[src/hw/handler_pkg.sv]
/*
  Shared constants and types of the handler handshake block.
  Assumes a 200 MHz pclk; times below are typical figures in ns.
*/
`default_nettype none
package handler_pkg;
  // register byte offsets
  localparam logic [7:0] CTRL_OFS = 8'h00;
  localparam logic [7:0] DRIVE_OFS = 8'h04;
  localparam logic [7:0] RESULT_OFS = 8'h08;
  localparam logic [7:0] TEST_OFS = 8'h0c;
  localparam logic [7:0] STATUS_OFS = 8'h10;
  localparam logic [7:0] IRQ_STAT_OFS = 8'h14;
  localparam logic [7:0] IRQ_MASK_OFS = 8'h18;
  // control fields
  localparam int CTRL_TEST_BIT = 0;
  localparam int CTRL_FREQ_LSB = 1;
  localparam int FREQ_W = 2;
  localparam logic [1:0] FREQ_LOW = 2'h0;
  localparam logic [1:0] FREQ_MID = 2'h1;
  localparam logic [1:0] CTRL_RST = 2'h0;
  // drive voltage in whole volts
  localparam int DRIVE_W = 5;
  localparam logic [4:0] DRIVE_RST = 5'h05;
  localparam logic [4:0] THR_MID_V = 5'h09;
  localparam logic [4:0] THR_HIGH_V = 5'h0f;
  // timing
  localparam int CLK_NS = 5;
  localparam int RESP_NS = 40000;
  localparam int MEAS_LOW_NS = 10000000;
  localparam int MEAS_MID_NS = 2000000;
  localparam int MEAS_HIGH_NS = 1300000;
  localparam int COMP_NS = 1000000;
  localparam int RESP_CYC = RESP_NS / CLK_NS;
  localparam int MEAS_LOW_CYC = MEAS_LOW_NS / CLK_NS;
  localparam int MEAS_MID_CYC = MEAS_MID_NS / CLK_NS;
  localparam int MEAS_HIGH_CYC = MEAS_HIGH_NS / CLK_NS;
  localparam int COMP_CYC = COMP_NS / CLK_NS;
  localparam int CNT_W = 22;
  // bin lines: bins 1..9, aux, out of bins
  localparam int NBIN = 11;
  localparam int BIN_W = 4;
  // event and status bit positions
  localparam int EV_TRIG = 0;
  localparam int EV_ANALOG = 1;
  localparam int EV_CYCLE = 2;
  localparam int EV_MISS = 3;
  localparam int EV_W = 4;
  localparam int ST_TRIG_LVL = 0;
  localparam int ST_LOCK_LVL = 1;
  localparam int ST_BUSY = 2;
  localparam int ST_MEAS = 3;
  localparam int ST_COMP = 4;
  localparam int ST_THR_LSB = 5;

  typedef struct packed {
    logic fault;
    logic overrange;
    logic low_cap;
    logic secondary;
    logic lower;
    logic upper;
    logic [3:0] bin;
  } res_t;

  typedef struct packed {
    logic ready;
    logic analog_done;
    logic cycle_done;
    res_t res;
  } lines_t;

  localparam logic [9:0] RESULT_RST = 10'h000;
  localparam logic [12:0] LINES_RST = 13'h1ff0;
  localparam logic [12:0] NORM_RST = 13'h0ff0;

  typedef enum logic [1:0] {S_READY, S_RESPOND, S_MEASURE, S_COMPUTE} seq_state_t;
endpackage : handler_pkg
`default_nettype wire

[src/hw/level_sync.sv]
/*
  Two-flop synchroniser with rising-edge detect, one per bit.
  Assumes inputs may change at any time relative to pclk.
*/
`default_nettype none
module level_sync #(
  parameter int WIDTH = 2
) (
  // clock and reset
  input wire logic pclk,
  input wire logic presetn,
  // raw and synchronised levels
  input wire logic [WIDTH-1:0] raw_in,
  output logic [WIDTH-1:0] level,
  output logic [WIDTH-1:0] rise
);
  logic [WIDTH-1:0] meta_reg, sync_reg, prev_reg;

  // first stage feeds only the second
  always_ff @(posedge pclk or negedge presetn) begin
    if (!presetn) begin
      meta_reg <= '0;
      sync_reg <= '0;
      prev_reg <= '0;
    end else begin
      meta_reg <= raw_in;
      sync_reg <= meta_reg;
      prev_reg <= sync_reg;
    end
  end

  always_comb begin
    level = sync_reg;
    rise = sync_reg & ~prev_reg;
  end
endmodule : level_sync
`default_nettype wire

[src/hw/handler_handshake.sv]
/*
  Handler handshake sequencer, threshold select and maintenance test mode,
  with an APB register slave and one level interrupt.
  Assumes a single 200 MHz pclk; handler lines are async and synchronised here.
*/
`default_nettype none
//
// Contract
// - ready, analog-done and cycle-done change 40 us after a trigger.
// - measure 10.0/2.0/1.3 ms by frequency, then 1.0 ms compute.
// - judgment lines invalid during compute; handler waits for cycle-done.
// - exactly one threshold switch closed, chosen from drive voltage bands.
// - test mode detaches the lines from measurement results.
// - test mode sets the bin line pattern directly; code takes a 4-bit bin code and drives at most one line low.
// - test mode sets upper, lower and secondary limit flags directly.
// - test mode forces each status line high or low.
// - trigger and lockout input levels are readable.
// - leaving test mode returns lines to measurement results.
// - ready low when a trigger can be taken; handler triggers only then.
// - analog-done low when analog measurement ends.
// - cycle-done low only when sequence finished and judgment valid.
module handler_handshake
  import handler_pkg::*;
#(
  parameter int RESP_CYCLES = RESP_CYC,
  parameter int MEAS_LOW_CYCLES = MEAS_LOW_CYC,
  parameter int MEAS_MID_CYCLES = MEAS_MID_CYC,
  parameter int MEAS_HIGH_CYCLES = MEAS_HIGH_CYC,
  parameter int COMP_CYCLES = COMP_CYC
) (
  // clock and reset
  input wire logic pclk,
  input wire logic presetn,
  // apb slave
  input wire logic psel,
  input wire logic penable,
  input wire logic pwrite,
  input wire logic [7:0] paddr,
  input wire logic [31:0] pwdata,
  output logic [31:0] prdata,
  output logic pready,
  output logic pslverr,
  // handler inputs
  input wire logic external_trigger_in,
  input wire logic panel_lockout_n,
  // handler operation outputs
  output logic trigger_accept_ready_n,
  output logic analog_done_n,
  output logic cycle_done_n,
  output logic fault_n,
  // handler judgment outputs
  output logic overrange_n,
  output logic low_cap_or_open_n,
  output logic upper_limit_fail_n,
  output logic lower_limit_fail_n,
  output logic secondary_reject_n,
  output logic [NBIN-1:0] bin_n,
  // input threshold switches
  output logic threshold_sel_low,
  output logic threshold_sel_mid,
  output logic threshold_sel_high,
  // interrupt
  output logic irq
);
  function automatic logic [NBIN-1:0] bin_lines_n(input logic [BIN_W-1:0] code);
    logic [NBIN-1:0] v;
    v = '1;
    for (int i = 0; i < NBIN; i++) begin
      if (code == BIN_W'(i + 1)) v[i] = 1'b0;
    end
    return v;
  endfunction : bin_lines_n

  logic [1:0] in_level, in_rise;
  logic trig_rise;

  level_sync #(.WIDTH(2)) u_sync (
    .pclk(pclk),
    .presetn(presetn),
    .raw_in({panel_lockout_n, external_trigger_in}),
    .level(in_level),
    .rise(in_rise)
  );
  assign trig_rise = in_rise[0];

  // registers
  logic test_mode_reg, test_mode_next;
  logic [FREQ_W-1:0] freq_reg, freq_next;
  logic [DRIVE_W-1:0] drive_reg, drive_next;
  res_t result_reg, result_next;
  lines_t test_reg, test_next;
  logic [EV_W-1:0] stat_reg, stat_next, mask_reg, mask_next, ev;
  logic irq_reg, irq_next;
  logic [31:0] prdata_reg, prdata_next;
  logic pready_reg, pready_next, pslverr_reg, pslverr_next;
  // sequencer
  seq_state_t state_reg, state_next;
  logic [CNT_W-1:0] cnt_reg, cnt_next, meas_len_reg, meas_len_next, age_reg, age_next;
  lines_t norm_reg, norm_next, pin_reg, pin_next;
  logic [NBIN-1:0] bin_reg, bin_next;
  logic [2:0] thr_reg, thr_next;

  logic access, done;
  assign access = psel & penable;
  assign done = access & pready_reg;

  always_comb begin
    test_mode_next = test_mode_reg;
    freq_next = freq_reg;
    drive_next = drive_reg;
    result_next = result_reg;
    test_next = test_reg;
    mask_next = mask_reg;
    stat_next = stat_reg;
    prdata_next = prdata_reg;
    pslverr_next = pslverr_reg;
    // one wait state so read data comes from a flop
    pready_next = access & ~pready_reg;
    if (access && !pready_reg) begin
      prdata_next = '0;
      pslverr_next = 1'b0;
      if (paddr == CTRL_OFS) begin
        prdata_next[FREQ_W+CTRL_FREQ_LSB-1:0] = {freq_reg, test_mode_reg};
      end else if (paddr == DRIVE_OFS) begin
        prdata_next[DRIVE_W-1:0] = drive_reg;
      end else if (paddr == RESULT_OFS) begin
        prdata_next[$bits(res_t)-1:0] = result_reg;
      end else if (paddr == TEST_OFS) begin
        prdata_next[$bits(lines_t)-1:0] = test_reg;
      end else if (paddr == STATUS_OFS) begin
        prdata_next[ST_TRIG_LVL] = in_level[0];
        prdata_next[ST_LOCK_LVL] = in_level[1];
        prdata_next[ST_BUSY] = state_reg != S_READY;
        prdata_next[ST_MEAS] = state_reg == S_MEASURE;
        prdata_next[ST_COMP] = state_reg == S_COMPUTE;
        prdata_next[ST_THR_LSB+2:ST_THR_LSB] = thr_reg;
      end else if (paddr == IRQ_STAT_OFS) begin
        prdata_next[EV_W-1:0] = stat_reg;
      end else if (paddr == IRQ_MASK_OFS) begin
        prdata_next[EV_W-1:0] = mask_reg;
      end else begin
        pslverr_next = 1'b1;
      end
    end
    if (done && pwrite) begin
      if (paddr == CTRL_OFS) begin
        test_mode_next = pwdata[CTRL_TEST_BIT];
        freq_next = pwdata[CTRL_FREQ_LSB+FREQ_W-1:CTRL_FREQ_LSB];
      end else if (paddr == DRIVE_OFS) begin
        drive_next = pwdata[DRIVE_W-1:0];
      end else if (paddr == RESULT_OFS) begin
        result_next = pwdata[$bits(res_t)-1:0];
      end else if (paddr == TEST_OFS) begin
        test_next = pwdata[$bits(lines_t)-1:0];
      end else if (paddr == IRQ_MASK_OFS) begin
        mask_next = pwdata[EV_W-1:0];
      end
    end
    // clear only what was reported; a new event still sets
    if (done && !pwrite && paddr == IRQ_STAT_OFS) stat_next = stat_reg & ~prdata_reg[EV_W-1:0];
    stat_next = stat_next | ev;
    irq_next = |(stat_next & mask_next);
  end

  always_ff @(posedge pclk or negedge presetn) begin
    if (!presetn) begin
      {freq_reg, test_mode_reg} <= {CTRL_RST, 1'b0};
      drive_reg <= DRIVE_RST;
      result_reg <= RESULT_RST;
      test_reg <= LINES_RST;
      mask_reg <= '0;
      stat_reg <= '0;
      irq_reg <= 1'b0;
      prdata_reg <= '0;
      pready_reg <= 1'b0;
      pslverr_reg <= 1'b0;
    end else begin
      test_mode_reg <= test_mode_next;
      freq_reg <= freq_next;
      drive_reg <= drive_next;
      result_reg <= result_next;
      test_reg <= test_next;
      mask_reg <= mask_next;
      stat_reg <= stat_next;
      irq_reg <= irq_next;
      prdata_reg <= prdata_next;
      pready_reg <= pready_next;
      pslverr_reg <= pslverr_next;
    end
  end

  // sequencer; normal-mode line levels kept in norm_reg
  always_comb begin
    state_next = state_reg;
    cnt_next = cnt_reg;
    meas_len_next = meas_len_reg;
    age_next = age_reg + 1'b1;
    norm_next = norm_reg;
    norm_next.res.fault = ~result_reg.fault;
    ev = '0;
    if (test_mode_reg) begin
      state_next = S_READY;
      cnt_next = '0;
    end else begin
      if (trig_rise && state_reg != S_READY) ev[EV_MISS] = 1'b1;
      case (state_reg)
        S_READY: begin
          if (trig_rise) begin
            state_next = S_RESPOND;
            cnt_next = CNT_W'(RESP_CYCLES - 1);
            ev[EV_TRIG] = 1'b1;
            if (freq_reg == FREQ_LOW) meas_len_next = CNT_W'(MEAS_LOW_CYCLES - 1);
            else if (freq_reg == FREQ_MID) meas_len_next = CNT_W'(MEAS_MID_CYCLES - 1);
            else meas_len_next = CNT_W'(MEAS_HIGH_CYCLES - 1);
          end
        end
        S_RESPOND: begin
          if (cnt_reg == '0) begin
            state_next = S_MEASURE;
            cnt_next = meas_len_reg;
            norm_next.ready = 1'b1;
            norm_next.analog_done = 1'b1;
            norm_next.cycle_done = 1'b1;
          end else cnt_next = cnt_reg - 1'b1;
        end
        S_MEASURE: begin
          if (cnt_reg == '0) begin
            state_next = S_COMPUTE;
            cnt_next = CNT_W'(COMP_CYCLES - 1);
            norm_next.analog_done = 1'b0;
            // judgment lines held inactive while invalid
            norm_next.res = '1;
            norm_next.res.bin = '0;
            norm_next.res.fault = ~result_reg.fault;
            ev[EV_ANALOG] = 1'b1;
          end else cnt_next = cnt_reg - 1'b1;
        end
        S_COMPUTE: begin
          if (cnt_reg == '0) begin
            state_next = S_READY;
            norm_next.res = ~result_reg;
            norm_next.res.bin = result_reg.bin;
            norm_next.cycle_done = 1'b0;
            norm_next.ready = 1'b0;
            ev[EV_CYCLE] = 1'b1;
          end else cnt_next = cnt_reg - 1'b1;
        end
        default: state_next = S_READY;
      endcase
    end
    if (state_next != state_reg) age_next = '0;
    // test mode drives the pins from the test register, else results
    pin_next = test_mode_reg ? test_reg : norm_reg;
    bin_next = bin_lines_n(pin_next.res.bin);
    if (drive_reg < THR_MID_V) thr_next = 3'h1;
    else if (drive_reg < THR_HIGH_V) thr_next = 3'h2;
    else thr_next = 3'h4;
  end

  always_ff @(posedge pclk or negedge presetn) begin
    if (!presetn) begin
      state_reg <= S_READY;
      cnt_reg <= '0;
      meas_len_reg <= '0;
      age_reg <= '0;
      norm_reg <= NORM_RST;
      pin_reg <= NORM_RST;
      bin_reg <= '1;
      thr_reg <= 3'h1;
    end else begin
      state_reg <= state_next;
      cnt_reg <= cnt_next;
      meas_len_reg <= meas_len_next;
      age_reg <= age_next;
      norm_reg <= norm_next;
      pin_reg <= pin_next;
      bin_reg <= bin_next;
      thr_reg <= thr_next;
    end
  end

  assign prdata = prdata_reg;
  assign pready = pready_reg;
  assign pslverr = pslverr_reg;
  assign irq = irq_reg;
  assign trigger_accept_ready_n = pin_reg.ready;
  assign analog_done_n = pin_reg.analog_done;
  assign cycle_done_n = pin_reg.cycle_done;
  assign fault_n = pin_reg.res.fault;
  assign overrange_n = pin_reg.res.overrange;
  assign low_cap_or_open_n = pin_reg.res.low_cap;
  assign upper_limit_fail_n = pin_reg.res.upper;
  assign lower_limit_fail_n = pin_reg.res.lower;
  assign secondary_reject_n = pin_reg.res.secondary;
  assign bin_n = bin_reg;
  assign {threshold_sel_high, threshold_sel_mid, threshold_sel_low} = thr_reg;
endmodule : handler_handshake
`default_nettype wire

[config.mk]
export PLATFORM = sky130hd
export DESIGN_NAME = handler_handshake
export DESIGN_NICKNAME = d
export VERILOG_FILES = /design/src/hw/handler_pkg.sv /design/src/hw/level_sync.sv /design/src/hw/handler_handshake.sv
export SDC_FILE = /design/constraint.sdc
export NUM_CORES = 1
export LEC_CHECK = 0
export ABC_AREA = 1
export BUFFER_PORTS_ARGS = -buffer_cell sky130_fd_sc_hd__clkbuf_2
export CORE_MARGIN = 8
export CORE_UTILIZATION = 49
export DETAILED_ROUTE_END_ITERATION = 8
export GPL_TIMING_DRIVEN = 0
export PLACE_DENSITY = 0.7
export SLEW_MARGIN = 20
export SYNTH_ARGS = -nofsm -noshare
export SYNTH_HDL_FRONTEND = slang
export SYNTH_HIERARCHICAL = 1
export SYNTH_SLANG_ARGS = --single-unit
[constraint.sdc]
create_clock -name pclk -period 2.4 [get_ports pclk]
set_input_delay 0.12 -clock pclk [delete_from_list [all_inputs] [get_ports pclk]]
set_output_delay 0.12 -clock pclk [all_outputs]
set_load 0.02 [all_outputs]
-- Word-level counts from Yosys, hierarchy flattened
Index checks and enable logic that the tools add are counted.
- register bits after elaboration: 142
- input bits: 47
- output and inout port bits: 58
- word-level logic and storage cells: 197
- add/sub/neg operators: 1
- order comparisons: 2
- eq/ne operators: 29
- multiplexer cells: 70
- bitwise operators: 16
- reductions and logical operators: 26
- operators with widths (operator ; number):
    two-way mux 22 bit ; 6
    case mux 22 bit (4 select lines) ; 1
    two-way mux 4 bit ; 12
    two-way mux 10 bit ; 3
    two-way mux 1 bit ; 25
    equality test 8 x 5 -> 1 bit (second input constant) ; 3
    zero test 22 bit ; 1
    subtractor 22 x 1 -> 22 bit (second input constant) ; 1
    case mux 10 bit (2 select lines) ; 1
    AND reduction 4 bit ; 5
    two-way mux 19 bit ; 1
    equality test 4 x 3 -> 1 bit (second input constant) ; 4
    equality test 4 bit (second input constant) ; 4
    equality test 8 x 4 -> 1 bit (second input constant) ; 2
    two-way mux 8 bit ; 2
    two-way mux 3 bit ; 5
    two-way mux 13 bit ; 1
    two-way mux 11 bit ; 1
    < comparator 5 x 4 -> 1 bit (second input constant) ; 2
    two-way mux 2 bit ; 5
    two-way mux 5 bit ; 2
    inverter 10 bit ; 1
    two-way mux 9 bit ; 1
    != test 3 bit (second input constant) ; 3
    24 further kinds ; 52

-- Depth between registers and ports, before layout
Gate-level depths: netlist (run 1).
- depth after elaboration: 9
- gate-level depth with buffers: 12
- depth with buffers taken out: 12

-- Hierarchy
The synthesis (run 1) kept the hierarchy.
- by module, submodules not included (module ; instances ; cells each ; area each (µm²) ; sequential area each (µm²)):
    handler_handshake ; 1 ; 879 ; 6607.6 ; 3101.7
    level_sync ; 1 ; 10 ; 170.2 ; 150.1

-- Least setup slack after synthesis (run 1)
OpenSTA, ideal clock, no wires.
- path kind: reg-to-reg
- start: register state_reg[0]
- end: register norm_reg[4] in the netlist's numbering
- data arrival time: 1577 ps
- required time: 2324 ps
- slack: 747 ps
- cell stages (with the launch flop): 10
- cell sequence: dfrtp_1 inv_1 ha_1 clkbuf_1 nor2_2 inv_1 nand3_4 clkinv_4 o21ai_1 inv_1
- longest elaborated chain between the ends: 3
- elaborated cells between the ends (all ways): 7
- those cells by class: 4 x eq/ne; 1 x mux; 2 x reduce/logical
- ends and longest elaborated chain (what ; line ; source):
    start, declared ; handler_handshake.sv:97 ; seq_state_t state_reg, state_next;
    start signal, assigned ; handler_handshake.sv:271 ; state_reg <= state_next;
    equality test 2 bit ; handler_handshake.sv:206 ; case (state_reg)
    != test 2 x 1 -> 1 bit (no line) or nonzero test 2 bit (tied branches) ; n/a ;
    AND reduction 4 bit (no line) ; n/a ;
    end signal, assigned ; handler_handshake.sv:275 ; norm_reg <= norm_next;
    end, declared ; handler_handshake.sv:99 ; lines_t norm_reg, norm_next, pin_reg, pin_next;
Parallel ways exist; a longest one is shown, timed or not.
A chain may end at the register's enable or synchronous reset.

-- Final worst setup path (run 1)
- start: register state_reg[0]
- end: register cnt_reg[4]
- longest elaborated chain between the ends: 3
- elaborated cells between the ends (all ways): 9
- those cells by class: 5 x eq/ne; 2 x mux; 2 x reduce/logical
- ends and longest elaborated chain (what ; line ; source):
    equality test 2 bit, or another cell as far along ; handler_handshake.sv:206 ;
    case mux 22 bit (4 select lines) or != test 3 bit (tied branches) ; n/a ;
    two-way mux 22 bit or AND reduction 2 bit (tied branches) ; n/a ;
    end signal, assigned ; handler_handshake.sv:272 ; cnt_reg <= cnt_next;
    end, declared ; handler_handshake.sv:98 ; logic [CNT_W-1:0] cnt_reg, cnt_next, meas_len_reg, meas_len_next, age_reg, age_next;
Parallel ways exist; a longest one is shown, timed or not.

==> flow_metrics.tcl, run 1 <==
set metrics [dict create \
    vias_per_cell 4.99 \
    netlist_area_sq_mm 0.00674 \
    power.static_leakage_nw 4.10 \
    seq_power_share_pct 36.8 \
    drc 0 \
    r2r_end "cnt_reg[4]$_DFFE_PN0P_" \
    setup_viol 0 \
    worst-path-max-fanout 9 \
    tritoncts "done" \
    start_kind "register" \
    place.gp.congestion 0.918 \
    timing.final.max_slew_violations 0 \
    post-route-period-util_pct 88.5 \
    start_util_pct 49.3 \
    p_r_area_growth_vs_syn_pct 19.3 \
    clock_insertion_delay_worst_skew_ns 0.42 \
    first_global_vias 5774 \
    syn_area_per_cell_sq_um 7.61 \
    grt_util_all_layers_pct 20.1 \
    cts.sink_count 127 \
    avgRoutedWirePerCell_microns 14.5 \
    num_antenna_cells 0 \
    largest_register_ffs 22 \
    holdCritPathClass "input pin to register" \
    final_layout_size_suffix_gt1_share_pct 19.8 \
    ir_drop_v 0.000611 \
    grt_first_pass_wirelength_microns 28800 \
    antenna_found_initial 0 \
    path_class "register to register" \
    grt_setup_unrepaired "no" \
    num-nets-final 1055 \
    globalRoute.totalOverflow 0 \
    power_per_cell_area_mw_per_mm2 883 \
    min_delay_worst_endpoint "pready$_DFF_PN0_" \
    ff2ff_setup_slack_ns 0.28 \
    syn_warnings 6 \
    design_area_sq_mm 0.00804 \
    finalWorstPathRequiredPeriod_ns 2.12 \
    die_h_microns 133 \
    path_clk_slew_ns 0.05 \
    dpl.hpwl_microns 12900 \
    numPortBuffers 66 \
    fp-row-count 43 \
    post-layout-total-power_mw 7.10 \
    die_w_microns 133 \
    fp.dieArea_sq_mm 0.0178 \
    timing.critical_path.required_ns 2.75 \
    cts_max_path_buffers 2 \
    dr.pass1.iters 5 \
    postRouteWirelength_microns 17300 \
    maximum_number_of_pins_on_one_net_before_global_route_repair 86 \
    ant_nets 0 \
    pwr-share-clk_pct 31.9 \
    hold_violations 0 \
    switching_share_pct 36.8 \
    max-cap-violations 0 \
    worst_hold_startpoint "penable" \
    netSwitchingPower_mw 2.61 \
    placeableCoreArea_sq_mm 0.0137 \
    critical_path.endpoint_type "register" \
    run_status "finished, final reports clean" \
    detailroute.via_count 5963 \
    regToRegStartpoint "state_reg[0]$_DFFE_PN0P_" \
    internal_power_mw 4.49 \
    r2r.worst_path.cells 9 \
    setup_total_negative_slack_ns 0 \
    num_io_pins 105 \
    achievable-frequency_mhz 471 \
    tritoncts.num_buffers 17 \
    ctsHtreeMaxLevel 4 \
    fill_cells 1288 \
    initial_drc_count 401 \
    fin_skew_ns 0.00836 \
    remaining_max_slew_budget_at_the_tightest_pin_pct 48.0 \
    crit_arrival_ns 2.47 \
    syn_inst 886 \
    clk_root_buffer_cell "sky130_fd_sc_hd__clkbuf_16" \
    tightest_slew_ns 0.770 \
    power_frac_comb_pct 31.3 \
    postCtsSetupRepairBufs 0 \
    postPlaceCellArea_sq_mm 0.00740 \
    holdPathStages 3 \
]
power by group through the flow:
stage          Combinational, mW  Clock (mW)  Sequential (mW)
2_1_floorplan               1.60           0             2.63
3_3_place_gp                2.15           0             2.64
3_5_place_dp                2.20           0             2.64
4_1_cts                     2.22        2.30             2.61
5_1_grt                     2.55        2.41             2.64
6_report                    2.22        2.27             2.61
worst max-delay path by stage:
stage / startpoint / to / depth (start not counted)
after floorplan: state_reg[0]$_DFFE_PN0P_ / norm_reg[4]$_DFFE_PN1P_ / 9
after global placement: presetn / trigger_accept_ready_n$_DFF_PN0_ / 1
after detailed placement: state_reg[0]$_DFFE_PN0P_ / norm_reg[6]$_DFFE_PN1P_ / 10
after CTS: state_reg[0]$_DFFE_PN0P_ / norm_reg[5]$_DFFE_PN1P_ / 10
after global routing: state_reg[0]$_DFFE_PN0P_ / cnt_reg[4]$_DFFE_PN0P_ / 9
final: state_reg[0]$_DFFE_PN0P_ / cnt_reg[4]$_DFFE_PN0P_ / 9
placed cells by master (no fill, tap or decap), types with 3 or more instances in the layout:
master                          count
sky130_fd_sc_hd__a21oi_1           16
sky130_fd_sc_hd__buf_2              6
sky130_fd_sc_hd__buf_4             20
sky130_fd_sc_hd__clkbuf_1          13
sky130_fd_sc_hd__clkbuf_16         17
sky130_fd_sc_hd__clkbuf_2          65
sky130_fd_sc_hd__clkbuf_8           3
sky130_fd_sc_hd__clkinv_2           5
sky130_fd_sc_hd__conb_1            19
sky130_fd_sc_hd__dfrtp_1           88
sky130_fd_sc_hd__dfstp_2           39
sky130_fd_sc_hd__dlygate4sd3_1     12
sky130_fd_sc_hd__ha_1               6
sky130_fd_sc_hd__inv_1             90
sky130_fd_sc_hd__inv_2              3
sky130_fd_sc_hd__nand2_1          325
sky130_fd_sc_hd__nand2_2            7
sky130_fd_sc_hd__nand3_1           47
sky130_fd_sc_hd__nand3b_1           3
sky130_fd_sc_hd__nand4_1            9
sky130_fd_sc_hd__nor2_1            71
sky130_fd_sc_hd__nor2_2             9
sky130_fd_sc_hd__nor2_4             5
sky130_fd_sc_hd__nor3_1             9
sky130_fd_sc_hd__o21ai_0           62
sky130_fd_sc_hd__o21ai_1           10
sky130_fd_sc_hd__o31ai_1            6
sky130_fd_sc_hd__or2_2              9
sky130_fd_sc_hd__xnor2_1            3
sky130_fd_sc_hd__xor2_1             9
cell type report:
type,instances,area (sq um),area share [%]
timing repair buffer,79,487,6.05
buffer,36,233,2.89
clock buffer,25,475,5.91
tap,180,225,2.80
clock inverter,7,41.3,0.513
inverter,95,362,4.50
sequential,127,3230,40.1
multi-input combinational,646,2990,37.2
repair_timing:
action / CTS / global route
gates resized for setup: 0 / 1
hold buffers: 12 / 0
endpoints found under the setup margin: 0 / 5
hold endpoints to repair: 58 / 0
worst max-delay path, cell delays in order, from the launching register on:
cell and delay [ns]:
sky130_fd_sc_hd__dfrtp_1 0.45, sky130_fd_sc_hd__inv_1 0.13, sky130_fd_sc_hd__ha_1 0.15, sky130_fd_sc_hd__clkbuf_1 0.36, sky130_fd_sc_hd__inv_1 0.30, sky130_fd_sc_hd__o21ai_4 0.34, sky130_fd_sc_hd__inv_1 0.15, sky130_fd_sc_hd__nand3_1 0.09
sky130_fd_sc_hd__nand2_1 0.05, sky130_fd_sc_hd__nand2_1 0.05
stage by stage:
stage / hold WS (ns) / util (%) / setup slack, ns / std cells
4_1_cts: 0.0309 / 58.8 / 0.175 / 1195
2_1_floorplan: -0.176 / - / 0.747 / 904
6_report: 0.0419 / 58.9 / 0.276 / 1195
3_5_place_dp: 0.0862 / 54.2 / 0.211 / 1151
5_1_grt: 0.0600 / 58.9 / 0.0126 / 1195
3_3_place_gp: 0.229 / 53.9 / -0.790 / 1150
routing by layer:
layer / up-vias / wire (microns) / part of all wire [%] / global-route usage, %
met5: - / 0 / 0 / 0
met2: 198 / 7810 / 45 / 30.5
li1: 2986 / - / - / -
met4: 0 / 211 / 1.2 / 6.24
met1: 2762 / 8120 / 47 / 26.8
met3: 17 / 1170 / 6.7 / 6.29
Note: power is estimated with default switching activity, not from simulation.
==> inputs of run 2 (changes only) <==
Settings changed: ABC_AREA 1 to default, CORE_UTILIZATION 49 to 52, CTS_BUF_LIST from default to sky130_fd_sc_hd__clkbuf_8, PLACE_DENSITY 0.7 to 0.74.
==> flow_metrics.tcl, run 2 <==
set metrics [dict create \
    run_status "finished, final reports clean" \
    crit_arrival_ns 2.76 \
    numPortBuffers 64 \
    largest_register_ffs 22 \
    fp-row-count 40 \
    setup_viol 0 \
    fin_skew_ns 0.0155 \
    netlist_area_sq_mm 0.00637 \
    dr.pass1.iters 6 \
    start_util_pct 53.2 \
    p_r_area_growth_vs_syn_pct 19.6 \
    tritoncts "done" \
    ant_nets 0 \
    die_h_microns 127 \
    worst-path-max-fanout 10 \
    path_clk_slew_ns 0.07 \
    vias_per_cell 5.96 \
    dpl.hpwl_microns 12500 \
    grt_setup_unrepaired "yes" \
    worst_slack_ns 0.00620 \
    power_per_cell_area_mw_per_mm2 845 \
    syn_inst 619 \
    postRouteWirelength_microns 17500 \
    first_global_vias 5225 \
    mostFrequentLayoutCell "sky130_fd_sc_hd__dfrtp_1" \
    timing.final.max_slew_violations 0 \
    drc 0 \
    avgRoutedWirePerCell_microns 19.4 \
    num-nets-final 796 \
    grt_first_pass_wirelength_microns 27500 \
    cts_max_path_buffers 2 \
    placeableCoreArea_sq_mm 0.0120 \
    holdCritPathClass "input pin to register" \
    cts.sink_count 127 \
    timing.critical_path.required_ns 2.77 \
    clock_insertion_delay_worst_skew_ns 0.46 \
    setup_total_negative_slack_ns 0 \
    globalRoute.totalOverflow 0 \
    post-route-period-util_pct 99.7 \
    remaining_max_slew_budget_at_the_tightest_pin_pct 43.6 \
    tritoncts.num_buffers 17 \
    maximum_number_of_pins_on_one_net_before_global_route_repair 100 \
    mostFrequentLayoutCells "sky130_fd_sc_hd__dfrtp_1 (87), sky130_fd_sc_hd__nand2_1 (76), sky130_fd_sc_hd__clkbuf_2 (66)" \
    fp.dieArea_sq_mm 0.0160 \
    path_class "register to register" \
    syn_area_per_cell_sq_um 10.3 \
    power.static_leakage_nw 3.44 \
    place.gp.congestion 0.928 \
    final_layout_size_suffix_gt1_share_pct 32.7 \
    num_io_pins 105 \
    ir_drop_v 0.000413 \
    clk_root_buffer_cell "sky130_fd_sc_hd__clkbuf_8" \
    achievable-frequency_mhz 418 \
    tightest_slew_ns 0.847 \
    start_kind "register" \
    critical_path.endpoint_type "register" \
    max-cap-violations 0 \
    initial_drc_count 530 \
    grt_util_all_layers_pct 21.8 \
    ctsHtreeMaxLevel 4 \
    finalWorstPathRequiredPeriod_ns 2.39 \
    num_antenna_cells 0 \
    die_w_microns 127 \
    antenna_found_initial 0 \
    detailroute.via_count 5385 \
    detailedPlace.worstSlack_ns -0.228 \
    syn_warnings 6 \
    hold_violations 0 \
]
## run 2: routing by layer
layer  GRT usage, %  vias to the layer above  share of wire, %
li1               -                     2454                 -
met1           28.9                     2637                44
met2           32.7                      264                46
met3           6.70                       30               9.0
met4           8.40                        0               1.8
met5              0                        -                 0
## run 2: repair_timing
action,4_1_cts,5_1_grt
buffers inserted,2,8
hold buffers,13,0
pin swaps,2,7
hold endpoints to repair,107,0
cloned,0,0
resized for setup,9,18
setup endpoints to repair,35,37
## run 2: per-stage QoR
stage | cell area, sq um | hold WS (ns) | utilization (%) | total power, mW | std cells
after floorplan | 6430 | -0.176 | - | 4.01 | 637
after detailed placement | 6980 | 0.0364 | 58.3 | 4.60 | 849
after global placement | 6940 | 0.228 | 58.0 | 4.51 | 848
final | 7610 | 0.0313 | 63.6 | 6.43 | 903
after global routing | 7610 | 0.0265 | 63.6 | 6.75 | 903
after CTS | 7500 | 0.00921 | 62.7 | 6.24 | 896
## run 2: path summary, 6_finish.rpt
| check | from | end | slack, ns | cells after the start |
|---|---|---|---|---|
| worst max-delay path | cnt_reg[10]$_DFFE_PN0P_ | cnt_reg[8]$_DFFE_PN0P_ | 0.006 | 8 |
| worst max register to register | cnt_reg[10]$_DFFE_PN0P_ | cnt_reg[8]$_DFFE_PN0P_ | 0.006 | 8 |
| min in group asynchronous | presetn | cnt_reg[17]$_DFFE_PN0P_ | 0.12 | 2 |
| max in group asynchronous | presetn | bin_n[1]$_DFF_PN1_ | 1.50 | 3 |
| worst min-delay path | pwdata[3] | test_reg[3]$_DFFE_PN0P_ | 0.03 | 2 |
| worst min register to register | u_sync/meta_reg[0]$_DFF_PN0_ | u_sync/level[0]$_DFF_PN0_ | 0.36 | 0 |
## run 2: final cells by class
| type | instances | area (sq um) |
|---|---|---|
| Fill cell | 1001 | 4350 |
| Sequential cell | 127 | 3230 |
| Multi-Input combinational cell | 441 | 2950 |
| Timing Repair Buffer | 88 | 562 |
| Buffer | 49 | 287 |
| Clock buffer | 18 | 248 |
| Tap cell | 147 | 184 |
| Clock inverter | 14 | 85.1 |
| Inverter | 19 | 71.3 |
## run 2: critical path, cell delays in order, from the launching register on
cell                       delay (ns)
sky130_fd_sc_hd__dfrtp_1         0.40
sky130_fd_sc_hd__or4_4           0.58
sky130_fd_sc_hd__nand4b_4        0.30
sky130_fd_sc_hd__or2_1           0.26
sky130_fd_sc_hd__buf_2           0.17
sky130_fd_sc_hd__buf_6           0.16
sky130_fd_sc_hd__nand2_1         0.10
sky130_fd_sc_hd__o211ai_1        0.14
sky130_fd_sc_hd__a211oi_2        0.21
## run 2: power by group
group / switching (mW) / total, mW / internal, mW
combinational: 1.41 / 2.32 / 0.901
sequential: 0.213 / 2.56 / 2.34
clock: 0.840 / 1.56 / 0.718
